==> config.mk <==
export PLATFORM = sky130hd
export DESIGN_NAME = txr_exec_unit
export DESIGN_NICKNAME = d
export VERILOG_FILES = /design/src/shared/txr_pkg.sv /design/src/verilog/txr_alu.sv /design/src/verilog/txr_stack.sv /design/src/verilog/txr_exec_unit.sv
export SDC_FILE = /design/constraint.sdc
export NUM_CORES = 1
export LEC_CHECK = 0
export BUFFER_PORTS_ARGS = -buffer_cell sky130_fd_sc_hd__buf_4
export CAP_MARGIN = 0
export CORE_MARGIN = 2
export CORE_UTILIZATION = 55
export DETAILED_ROUTE_END_ITERATION = 7
export PLACE_DENSITY = 0.83
export SLEW_MARGIN = 10
export SYNTH_ARGS = -nofsm -noshare
export SYNTH_HDL_FRONTEND = slang
export SYNTH_SLANG_ARGS = --single-unit
==> constraint.sdc <==
create_clock -name clk_i -period 2.3 [get_ports clk_i]
set_input_delay 0 -clock clk_i [delete_from_list [all_inputs] [get_ports clk_i]]
set_output_delay 0 -clock clk_i [all_outputs]
set_load 0.005 [all_outputs]
==> src/shared/txr_pkg.sv <==
// constants and types shared by the trap/xor/round-load execution unit
`default_nettype none
package txr_pkg;
  // program flow
  localparam logic [15:0] TRAP_VECTOR = 16'h0022;
  localparam logic [15:0] PC_STEP = 16'h0001;
  localparam logic [15:0] PC_STEP_LONG = 16'h0002;
  // data path constants
  localparam logic [15:0] ROUND_HALF = 16'h8000;
  localparam logic [4:0] LK16_SHIFT = 5'h10;
  localparam logic [15:0] ZERO_HALF = 16'h0000;
  // extra cycles after the accept cycle, and the wait count of the last wait cycle
  localparam logic [1:0] TRAP_XTRA = 2'h3;
  localparam logic [1:0] LK_XTRA = 2'h1;
  localparam logic [1:0] WAIT_LAST = 2'h1;
  // decoded commands
  typedef enum logic [2:0] {
    CMD_NOP = 3'h0,
    CMD_TRAP = 3'h1,
    CMD_XOR_MEM = 3'h2,
    CMD_XOR_LK = 3'h3,
    CMD_XOR_LK16 = 3'h4,
    CMD_ROUND_LOAD = 3'h5,
    CMD_TABLE_WRITE = 3'h6,
    CMD_RET = 3'h7
  } txr_cmd_t;
  // sequencer states
  typedef enum logic [3:0] {
    ST_IDLE = 4'h0,
    ST_RD = 4'h1,
    ST_WAIT = 4'h2,
    ST_TW_XFER = 4'h3,
    ST_TW_DONE = 4'h4,
    ST_EX_ISSUE = 4'h5,
    ST_EX_RD = 4'h6,
    ST_EX_WRI = 4'h7,
    ST_EX_WR = 4'h8
  } txr_state_t;
endpackage
`default_nettype wire

==> src/verilog/txr_alu.sv <==
// accumulator result for xor and round-load forms
`default_nettype none
module txr_alu
  import txr_pkg::*;
(
  // operation and operands
  input wire txr_cmd_t op_i,
  input wire logic [31:0] acc_i,
  input wire logic [15:0] mem_i,
  input wire logic [15:0] lk_i,
  input wire logic [3:0] shift_i,
  // result
  output logic [31:0] res_o
);
  // zero-filled on both ends, so no sign bits leak upward
  function automatic logic [31:0] place_lk(input logic [15:0] lk,
                                           input logic [4:0] sh);
    place_lk = {ZERO_HALF, lk} << sh;
  endfunction

  // result select; carry is never touched here
  always_comb
  begin
    case (op_i)
      CMD_XOR_MEM: res_o = {acc_i[31:16], acc_i[15:0] ^ mem_i};
      CMD_XOR_LK: res_o = acc_i ^ place_lk(lk_i, {1'b0, shift_i});
      CMD_XOR_LK16: res_o = acc_i ^ place_lk(lk_i, LK16_SHIFT);
      CMD_ROUND_LOAD: res_o = {mem_i, ROUND_HALF};
      default: res_o = acc_i;
    endcase
  end
endmodule
`default_nettype wire

==> src/verilog/txr_stack.sv <==
// hardware return stack, push shifts down, pop shifts up
`default_nettype none
module txr_stack #(
  parameter int DEPTH = 8,
  parameter int W = 16
) (
  // clock and reset
  input wire logic clk_i,
  input wire logic rst_n_i,
  // stack control
  input wire logic push_i,
  input wire logic pop_i,
  input wire logic [W-1:0] din_i,
  output logic [W-1:0] top_o
);
  logic [W-1:0] ent_reg [DEPTH];
  logic [W-1:0] ent_next [DEPTH];

  // overflow drops the deepest entry, underflow repeats it
  for (genvar i = 0; i < DEPTH; i++)
  begin : g_ent
    if (i == 0)
    begin : g_top
      always_comb
      begin
        ent_next[i] = ent_reg[i];
        if (push_i)
          ent_next[i] = din_i;
        else if (pop_i)
          ent_next[i] = (DEPTH > 1) ? ent_reg[(DEPTH > 1) ? 1 : 0] : ent_reg[i];
      end
    end
    else
    begin : g_rest
      always_comb
      begin
        ent_next[i] = ent_reg[i];
        if (push_i)
          ent_next[i] = ent_reg[i-1];
        else if (pop_i && i < DEPTH - 1)
          ent_next[i] = ent_reg[(i < DEPTH - 1) ? i + 1 : i];
      end
    end
    always_ff @(posedge clk_i)
    begin
      if (!rst_n_i)
        ent_reg[i] <= '0;
      else
        ent_reg[i] <= ent_next[i];
    end
  end

  assign top_o = ent_reg[0];
endmodule
`default_nettype wire

==> src/verilog/txr_exec_unit.sv <==
// execution unit for trap, xor, round-load and repeated table write
// Functional notes
// - trap fetches next instruction from 22h
// - trap pushes program counter plus one
// - trap is non-maskable, always taken
// - trap ignores and keeps global interrupt mask
// - memory xor changes only accumulator low half
// - immediate xor shifts constant, zero-fills, whole accumulator
// - immediate shift range 0 to 15, default zero
// - separate immediate xor with fixed shift sixteen
// - xor never changes carry flag
// - round-load: word high, 8000h low
// - direct address uses seven low instruction bits
// - indirect operand selects next auxiliary register
// - on-chip repeated table write takes n+2 cycles
// - external repeated table write takes 4n plus waits
// - table write reads data, writes at accumulator low
`default_nettype none
module txr_exec_unit
  import txr_pkg::*;
#(
  parameter int RPT_W = 8,
  parameter int STACK_DEPTH = 8
) (
  // clock and reset
  input wire logic clk_i,
  input wire logic rst_n_i,
  // decoded command
  input wire logic cmd_valid_i,
  output logic cmd_ready_o,
  input wire txr_cmd_t cmd_i,
  input wire logic ind_i,
  input wire logic [6:0] dma_i,
  input wire logic [8:0] dp_i,
  input wire logic [15:0] ar_addr_i,
  input wire logic nar_valid_i,
  input wire logic [2:0] nar_i,
  input wire logic [3:0] shift_i,
  input wire logic [15:0] lk_i,
  input wire logic [RPT_W-1:0] rpt_i,
  input wire logic tw_ext_i,
  // data memory read
  output logic dmem_rd_o,
  output logic [15:0] dmem_addr_o,
  input wire logic [15:0] dmem_rdata_i,
  input wire logic dmem_ready_i,
  output logic ar_step_o,
  // program memory write
  output logic pmem_wr_o,
  output logic [15:0] pmem_addr_o,
  output logic [15:0] pmem_wdata_o,
  input wire logic pmem_ready_i,
  // status loads from other instructions
  input wire logic mask_wr_i,
  input wire logic mask_val_i,
  input wire logic carry_wr_i,
  input wire logic carry_val_i,
  // architectural state
  output logic [31:0] acc_o,
  output logic [15:0] pc_o,
  output logic [2:0] aux_register_pointer_o,
  output logic global_interrupt_mask_o,
  output logic carry_o
);
  txr_state_t state_reg, state_next;
  txr_cmd_t op_reg, op_next, alu_op;
  logic [31:0] accumulator_reg, accumulator_next, alu_res;
  logic [15:0] pc_reg, pc_next, mstack_reg, mstack_next;
  logic [15:0] daddr_reg, daddr_next, buf_reg, buf_next;
  logic [2:0] aux_register_pointer_reg, aux_register_pointer_next;
  logic global_interrupt_mask_reg, global_interrupt_mask_next;
  logic carry_reg, carry_next, ind_reg, ind_next;
  logic [RPT_W-1:0] cnt_reg, cnt_next;
  logic [1:0] wait_reg, wait_next;
  logic accept, stk_push, stk_pop;
  logic [15:0] stk_top;

  assign accept = cmd_valid_i && (state_reg == ST_IDLE);
  // lk and shift are only meaningful in the accept cycle
  assign alu_op = (state_reg == ST_IDLE) ? cmd_i : op_reg;

  txr_alu u_alu (
    .op_i(alu_op),
    .acc_i(accumulator_reg),
    .mem_i(dmem_rdata_i),
    .lk_i(lk_i),
    .shift_i(shift_i),
    .res_o(alu_res)
  );

  txr_stack #(.DEPTH(STACK_DEPTH), .W(16)) u_stack (
    .clk_i(clk_i),
    .rst_n_i(rst_n_i),
    .push_i(stk_push),
    .pop_i(stk_pop),
    .din_i(pc_reg + PC_STEP),
    .top_o(stk_top)
  );

  // sequencer and architectural next state
  always_comb
  begin
    state_next = state_reg;
    op_next = op_reg;
    accumulator_next = accumulator_reg;
    pc_next = pc_reg;
    mstack_next = mstack_reg;
    daddr_next = daddr_reg;
    buf_next = buf_reg;
    aux_register_pointer_next = aux_register_pointer_reg;
    global_interrupt_mask_next = global_interrupt_mask_reg;
    carry_next = carry_reg;
    ind_next = ind_reg;
    cnt_next = cnt_reg;
    wait_next = wait_reg;
    stk_push = 1'b0;
    stk_pop = 1'b0;
    ar_step_o = 1'b0;
    // status loads come only from other instructions
    if (mask_wr_i)
      global_interrupt_mask_next = mask_val_i;
    if (carry_wr_i)
      carry_next = carry_val_i;
    case (state_reg)
      ST_IDLE:
        if (cmd_valid_i)
        begin
          op_next = cmd_i;
          ind_next = ind_i;
          // page bits above the seven instruction bits
          daddr_next = ind_i ? ar_addr_i : {dp_i, dma_i};
          if (ind_i && nar_valid_i)
            aux_register_pointer_next = nar_i;
          pc_next = pc_reg + PC_STEP;
          case (cmd_i)
            CMD_TRAP:
            begin
              // no mask term: the mask bit is never consulted
              stk_push = 1'b1;
              pc_next = TRAP_VECTOR;
              wait_next = TRAP_XTRA;
              state_next = ST_WAIT;
            end
            CMD_XOR_MEM, CMD_ROUND_LOAD:
              state_next = ST_RD;
            CMD_XOR_LK, CMD_XOR_LK16:
            begin
              accumulator_next = alu_res;
              pc_next = pc_reg + PC_STEP_LONG;
              wait_next = LK_XTRA;
              state_next = ST_WAIT;
            end
            CMD_TABLE_WRITE:
            begin
              // pc steps through program memory, return kept aside
              mstack_next = pc_reg + PC_STEP;
              pc_next = accumulator_reg[15:0];
              cnt_next = rpt_i;
              state_next = tw_ext_i ? ST_EX_RD : ST_TW_XFER;
            end
            CMD_RET:
            begin
              stk_pop = 1'b1;
              pc_next = stk_top;
            end
            default: ;
          endcase
        end
      ST_RD:
        if (dmem_ready_i)
        begin
          accumulator_next = alu_res;
          ar_step_o = ind_reg;
          state_next = ST_IDLE;
        end
      ST_WAIT:
      begin
        wait_next = wait_reg - WAIT_LAST;
        if (wait_reg == WAIT_LAST)
          state_next = ST_IDLE;
      end
      ST_TW_XFER:
      begin
        // on-chip: read and write in the same cycle
        pc_next = pc_reg + PC_STEP;
        ar_step_o = ind_reg;
        if (ind_reg)
          daddr_next = ar_addr_i;
        if (cnt_reg == '0)
          state_next = ST_TW_DONE;
        else
          cnt_next = cnt_reg - 1'b1;
      end
      ST_TW_DONE:
      begin
        pc_next = mstack_reg;
        state_next = ST_IDLE;
      end
      ST_EX_ISSUE:
        state_next = ST_EX_RD;
      ST_EX_RD:
        // read first, waits stretch this phase
        if (dmem_ready_i)
        begin
          buf_next = dmem_rdata_i;
          state_next = ST_EX_WRI;
        end
      ST_EX_WRI:
        state_next = ST_EX_WR;
      ST_EX_WR:
        if (pmem_ready_i)
        begin
          ar_step_o = ind_reg;
          if (ind_reg)
            daddr_next = ar_addr_i;
          if (cnt_reg == '0)
          begin
            pc_next = mstack_reg;
            state_next = ST_IDLE;
          end
          else
          begin
            pc_next = pc_reg + PC_STEP;
            cnt_next = cnt_reg - 1'b1;
            state_next = ST_EX_ISSUE;
          end
        end
      default:
        state_next = ST_IDLE;
    endcase
  end

  // register stage
  always_ff @(posedge clk_i)
  begin
    if (!rst_n_i)
    begin
      state_reg <= ST_IDLE;
      op_reg <= CMD_NOP;
      accumulator_reg <= '0;
      pc_reg <= '0;
      mstack_reg <= '0;
      daddr_reg <= '0;
      buf_reg <= '0;
      aux_register_pointer_reg <= '0;
      global_interrupt_mask_reg <= 1'b1;
      carry_reg <= 1'b0;
      ind_reg <= 1'b0;
      cnt_reg <= '0;
      wait_reg <= '0;
    end
    else
    begin
      state_reg <= state_next;
      op_reg <= op_next;
      accumulator_reg <= accumulator_next;
      pc_reg <= pc_next;
      mstack_reg <= mstack_next;
      daddr_reg <= daddr_next;
      buf_reg <= buf_next;
      aux_register_pointer_reg <= aux_register_pointer_next;
      global_interrupt_mask_reg <= global_interrupt_mask_next;
      carry_reg <= carry_next;
      ind_reg <= ind_next;
      cnt_reg <= cnt_next;
      wait_reg <= wait_next;
    end
  end

  // memory strobes decode from the registered state
  assign cmd_ready_o = (state_reg == ST_IDLE);
  assign dmem_rd_o = (state_reg == ST_RD) || (state_reg == ST_TW_XFER) ||
                     (state_reg == ST_EX_RD);
  assign dmem_addr_o = daddr_reg;
  assign pmem_wr_o = (state_reg == ST_TW_XFER) || (state_reg == ST_EX_WR);
  assign pmem_addr_o = pc_reg;
  // on-chip path forwards the read word, external path the captured one
  assign pmem_wdata_o = (state_reg == ST_EX_WR) ? buf_reg : dmem_rdata_i;
  assign acc_o = accumulator_reg;
  assign pc_o = pc_reg;
  assign aux_register_pointer_o = aux_register_pointer_reg;
  assign global_interrupt_mask_o = global_interrupt_mask_reg;
  assign carry_o = carry_reg;

  // cycle counters watched only by the checks below
  logic [RPT_W+1:0] tw_cyc_reg;
  logic [RPT_W+2:0] ex_cyc_reg;
  logic [RPT_W-1:0] rpt_reg;
  logic ex_stall;
  assign ex_stall = (state_reg == ST_EX_RD && !dmem_ready_i) ||
                    (state_reg == ST_EX_WR && !pmem_ready_i);
  always_ff @(posedge clk_i)
  begin
    if (!rst_n_i)
    begin
      tw_cyc_reg <= '0;
      ex_cyc_reg <= '0;
      rpt_reg <= '0;
    end
    else if (accept)
    begin
      tw_cyc_reg <= (RPT_W+2)'(1);
      ex_cyc_reg <= (RPT_W+3)'(1);
      rpt_reg <= rpt_i;
    end
    else
    begin
      tw_cyc_reg <= tw_cyc_reg + 1'b1;
      if (!ex_stall)
        ex_cyc_reg <= ex_cyc_reg + 1'b1;
    end
  end
endmodule
`default_nettype wire

Word-level counts from Yosys, hierarchy flattened
Memories as Yosys holds them, arrays and structs flattened.
Index checks and enable logic that the tools add are counted.
- bitwise gates (word level): 11
- multiplexer cells: 69
- $add $sub $neg: 4
- reductions and logical operators: 23
- equality and inequality tests: 30
- shifts and indexed selects: 1
- operators by type and width (kind ; number):
    16-bit two-way mux ; 31
    16-bit one-hot mux with 4 select lines ; 2
    32-bit one-hot mux with 4 select lines ; 1
    32-bit two-way mux ; 3
    32-bit one-hot mux with 2 select lines ; 1
    32-bit XOR ; 2
    16-bit one-hot mux with 3 select lines ; 1
    8-bit two-way mux ; 4
    4-bit one-hot mux with 8 select lines ; 1
    16-bit by 4-bit left shift with 32-bit output ; 1
    4-bit two-way mux ; 6
    8-bit one-hot mux with 3 select lines ; 1
    3-bit equality test (second input constant) ; 6
    16-bit by 1-bit adder with 16-bit output (second input constant) ; 1
    16-bit by 2-bit adder with 16-bit output (second input constant) ; 1
    4-bit by 3-bit equality test with 1-bit output (second input constant) ; 4
    16-bit XOR ; 1
    3-bit AND reduction ; 5
    3-bit by 2-bit equality test with 1-bit output (second input constant) ; 4
    2-bit inequality test (second input constant) ; 6
    4-bit one-hot mux with 3 select lines ; 1
    1-bit two-way mux ; 10
    3-bit two-way mux ; 3
    4-bit by 2-bit equality test with 1-bit output (second input constant) ; 2
    other kinds (25) ; 40
- register bits: 119
- bits of input ports: 94
- bits in writable memories: 128
- memories: 1
- memories (memory ; words ; bits a word ; read ports ; clocked after Yosys merged registers in ; wr ports ; RTL line ; text):
    u_stack.ent_reg ; 8 ; 16 ; 8 ; 0 ; 8 ; txr_stack.sv:16 ; logic [W-1:0] ent_reg [DEPTH];

Logic depth before layout (Yosys ltp)
- depth after elaboration: 7
- depth in mapped cells: 10
- gate-level depth less buffers: 8

By module
A second synthesis with hierarchy kept.
- cells, all modules: 1935
- area total of the unflattened synthesis: 16335.7 um2
- by module, submodules not included (module ; times used ; area an instance (um2) ; cells an instance):
    txr_exec_unit ; 1 ; 7260.7 ; 975
    txr_stack ; 1 ; 6359.8 ; 564
    txr_alu ; 1 ; 2715.1 ; 396

Worst setup path after synthesis
Ideal clock, no wire load.
- path kind: register to register
- from: register cnt_reg[0]
- to: register state_reg[0]
- buffers on the path: 0
- setup time: 116 ps
- slack: 145 ps
- period minus slack after synthesis: 2155 ps
- arrival: 2038 ps
- cell stages (with the launch flop): 9
- cell sequence: dfxtp_1 > inv_1 > ha_1 > nor3b_1 > nand3_1 > a221o_1 > nor3_1 > o2111ai_1 > o211a_1
- cells in the longest elaborated chain, start to end: 4
- elaborated cells on any way between the ends: 6
- classes of those cells: 1 x eq/ne; 3 x mux; 2 x reduce/logical
- ends and longest elaborated chain (what ; RTL line ; text):
    start: declaration ; txr_exec_unit.sv:73 ; logic [RPT_W-1:0] cnt_reg, cnt_next;
    start signal: assignment ; txr_exec_unit.sv:265 ; cnt_reg <= cnt_next;
    8-bit logical NOT * ; txr_exec_unit.sv:189, txr_exec_unit.sv:216 ;
    3-bit two-way mux ; txr_exec_unit.sv:216 ; if (cnt_reg == '0)
    4-bit two-way mux ; txr_exec_unit.sv:211 ; if (pmem_ready_i)
    4-bit one-hot mux with 8 select lines ; txr_exec_unit.sv:124 ; case (state_reg)
    end signal: assignment ; txr_exec_unit.sv:254 ; state_reg <= state_next;
    end: declaration ; txr_exec_unit.sv:65 ; txr_state_t state_reg, state_next;
Mark *: on every way between the ends. The rest lies on a longest branch, timed or not. The select of a mux whose other input is x is not followed.
A chain may end at the register's enable or synchronous reset.

Worst setup path after layout
- from: register state_reg[3]
- to: register daddr_reg[6] (netlist: dmem_addr_o[6])
- cells in the longest elaborated chain, start to end: 3
- elaborated cells on any way between the ends: 8
- classes of those cells: 4 x eq/ne; 1 x mux; 3 x reduce/logical
- ends and longest elaborated chain (what ; RTL line ; text):
    4-bit equality test (tied with other cells) ; txr_exec_unit.sv:124 ;
    2-bit inequality test (no source line) / 3-bit nonzero test (equally long branches) ; n/a ;
    3-bit AND reduction (no source line) ; n/a ;
    end signal: assignment ; txr_exec_unit.sv:259 ; daddr_reg <= daddr_next;
    end: declaration ; txr_exec_unit.sv:69 ; logic [15:0] daddr_reg, daddr_next, buf_reg, buf_next;
Several ways; a longest one is shown, not always the timed one.

==> metrics.md <==
| Metric | Value |
|---|---|
| Diode insertion count for antenna repair | `0` |
| Final hold slack | `36.9 ps` |
| Setup slack of the critical path after layout | `-21.6 ps` |
| Global placement routability congestion | `0.935` |
| I/O pins | `199` |
| Unique cell type count in the Yosys netlist | `81` |
| Vertical die dimension | `163 microns` |
| Library cell with the highest instance count after synthesis | `nand2_1` |
| Initial core utilization | `0.555` |
| Largest cells by area after synthesis | `dfxtp_1 36%, nand2_1 9.4%, a311oi_1 5.3%` |
| Number of sinks on the clock net | `247` |
| Die Span X | `163 microns` |
| Library cell with the largest summed area after synthesis | `dfxtp_1` |
| Global-route wire length before repair | `72.5 mm` |
| Number of flip-flops under the largest register name | `about 130` |
| Sum of overflow across all layers after global routing | `0` |
| Die area | `0.0265 sq mm` |
| Synthesized netlist cell count | `1789` |
| Number of max-cap violations | `0` |
| Final setup violation count | `1` |
| Total routing usage reported by global routing | `0.333` |
| Antenna violations before repair | `0` |
| Dominant register cell in the synthesized netlist | `dfxtp_1` |
| DRC violation count after routing | `1` |
| Average wire per standard cell | `19.6 microns` |
| Async SR Flop Fraction | `0` |
| Total detailed-routing wirelength | `between 40 and 50 mm` |
| Failing checks | `design-rule violations, negative setup slack` |
| DP Worst Slack | `-24.7 ps` |
| Comb power frac | `0.321` |
| Clock Tree Root | `clkbuf_16` |
| Yosys synthesis warning count | `0` |
| Synth Cell Area | `0.0139 sq mm` |
| Worst min-delay path category | `primary input to flip-flop` |
| Post-synth top cells | `349 x nand2_1, 247 x dfxtp_1, 184 x nor2_1` |
| Number of hold-slack violations in the final timing report | `0` |
| Core box area | `0.0250 sq mm` |
| CTS tree | `yes` |
| Number of DRC markers after the initial detailed-route iteration | `1788` |
| Data arrival time at the worst-slack endpoint | `2770 ps` |
| Chain of cells forming the critical path | `buf_12 -> or3b_2 -> a21o_1 -> inv_2 -> buf_4 -> a21oi_1 -> nor2_2 -> buf_12 -> nor2_1 -> a211oi_1` |
| Final setup skew | `between 20 and 30 ps` |
| Proportion of power drawn by flip-flops and latches | `0.354` |
| TritonCTS buffer count | `28` |
| Normalized max-slew margin | `0.533` |
| Clk buf depth | `3` |
| Vias in the first global route | `about 14000` |
| Input/output buffers | `198` |
| Total power | `about 15 mW` |
| Transition at the pin with the smallest max-transition slack | `approximately 700 ps` |
| Seq/Total Area, Yosys | `0.357` |
| Synth top area share | `0.357` |
| Slowest cell on crit path | `or3b_2` |
| HPWL after detailed placement | `about 30 mm` |
| Design internal power | `approximately 9.9 mW` |
| Power density over the cells | `approximately 820 mW/mm^2` |
| Routed via count divided by cell count | `6.28` |
| Result of the run | `finished with violations` |
| Max-slew violations | `0` |
| Critical Setup Path Class | `flip-flop to flip-flop` |
| Fraction of final layout cells sized beyond drive strength 1 | `0.207` |
| Site Rows | `58` |
| Post-Synthesis Mean Instance Area | `7.75 sq um` |
| Clock latency on the worst-skew pair | `roughly 550 ps` |
| Leakage power summed over all cells | `approximately 6.6 nW` |
| Area overhead of the layout relative to synthesis | `29.9%` |
| CP max FO | `16` |
| Synthesized net count | `1887` |
| Achievable Freq | `431 MHz` |
| Highest ir drop seen on vdd | `0.000608 V` |
| Min Clock Period, post-route | `2320 ps` |
| Largest net degree at the start of global routing | `102` |
| Net switching power | `4.96 mW` |
| Most frequent CP cell | `buf_12` |
| Kind of end point of the critical path | `flip-flop` |
| First-pass detailed-route iteration total | `8` |
| Final #Nets | `~2100` |
| Critical path's largest stage delay | `440 ps` |
| Number of synthesized flops with an enable pin | `0` |
| CP Launch Type | `flip-flop` |
| Antenna Nets Post-Route | `0` |
| H-Tree Depth | `1` |
| Overall via count from detail_route | `14900` |
| Total negative setup slack | `-21.6 ps` |
| Total of flip-flops plus latches after synthesis | `247` |
| Portion of the clock cycle consumed by the worst path in the final layout | `1.01` |
| Worst path required time | `2750 ps` |
| Clock edge transition at the registers on the reported setup and hold paths | `60 ps` |
| Clock group share of total power | `0.325` |
| Fraction of power spent switching nets | `0.334` |
-- worst paths after layout --
| kind | start | slack, ps | endpoint | cells after the start |
|---|---|---|---|---|
| worst min-delay path | lk_i[11] | 40 | acc_o[27] | 5 |
| worst min register to register | buf_reg[11] | 460 | buf_reg[11] | 2 |
| worst max-delay path | state_reg[3] | -20 | dmem_addr_o[6] | 10 |
| worst max register to register | state_reg[3] | -20 | dmem_addr_o[6] | 10 |
-- per-stage QoR --
step	utilization	instances	area, sq um
after CTS	0.713	2372	17800
after detailed placement	0.639	2238	15900
after global placement	0.639	2238	15900
after floorplan	-	1789	13900
after global routing	0.722	2378	18000
final	0.722	2378	18000
-- power by group through the flow --
stage / Clock, mW / Sequential, mW / Combinational [mW]
6_report: 4.82 / 5.25 / 4.76
5_1_grt: 5.03 / 5.30 / 5.13
4_1_cts: 4.82 / 5.21 / 4.37
3_5_place_dp: 0 / 5.30 / 4.20
3_3_place_gp: 0 / 5.28 / 4.10
2_1_floorplan: 0 / 5.17 / 2.63
-- layout by cell type (no fill, tap or decap), types with 13 or more instances in the layout --
cell	count
nand2_1	347
buf_4	266
dfxtp_1	245
nor2_1	182
a21oi_1	122
o21ai_0	107
a311oi_1	84
dlygate4sd3_1	83
mux2i_1	54
a211oi_1	40
a31oi_1	33
nor3_1	31
clkbuf_16	31
o211ai_1	29
xnor2_1	28
mux2_2	24
nand3_1	24
buf_12	22
xor2_1	16
inv_1	15
a22oi_1	14
o21a_1	13
-- layout make-up --
cell class | count | area, sq um
Multi-Input combinational cell | 1355 | 8200
Fill cell | 1829 | 6950
Sequential cell | 247 | 4950
Timing Repair Buffer | 378 | 3390
Clock buffer | 39 | 793
Tap cell | 330 | 413
Clock inverter | 12 | 198
Inverter | 17 | 68.8
-- timing repair --
item,4_1_cts,5_1_grt
setup endpoints to repair,25,169
hold buffers,83,0
cloned,0,2
endpoints found under the hold margin,92,0
resized for setup,7,26
setup buffers,0,4
pin swaps,0,5
-- worst max-delay path: cells and delay by family (launching register included) --
kind / cells / cell delay (ps)
buffers and inverters: 4 / 560
DFF: 1 / 380
AOI/OAI and AO/OA: 3 / 570
and+or+nand+nor: 3 / 700
-- logic make-up after synthesis --
family,share of synthesized area
buffers and inverters,0.0629
AO/OA/AOI/OAI,0.257
XOR/XNOR,0.0291
flip-flops,0.357
AND/OR/NAND/NOR,0.214
adder cells (fa/ha/maj),0.00361
multiplexers,0.0770
-- layer usage --
layer | GRT usage | wire length [microns]
met1 | 0.447 | 19000
met2 | 0.528 | 21600
met3 | 0.0560 | 4080
met4 | 0.144 | 1890
met5 | 0 | 0
Power figures use the tool's default switching activity.
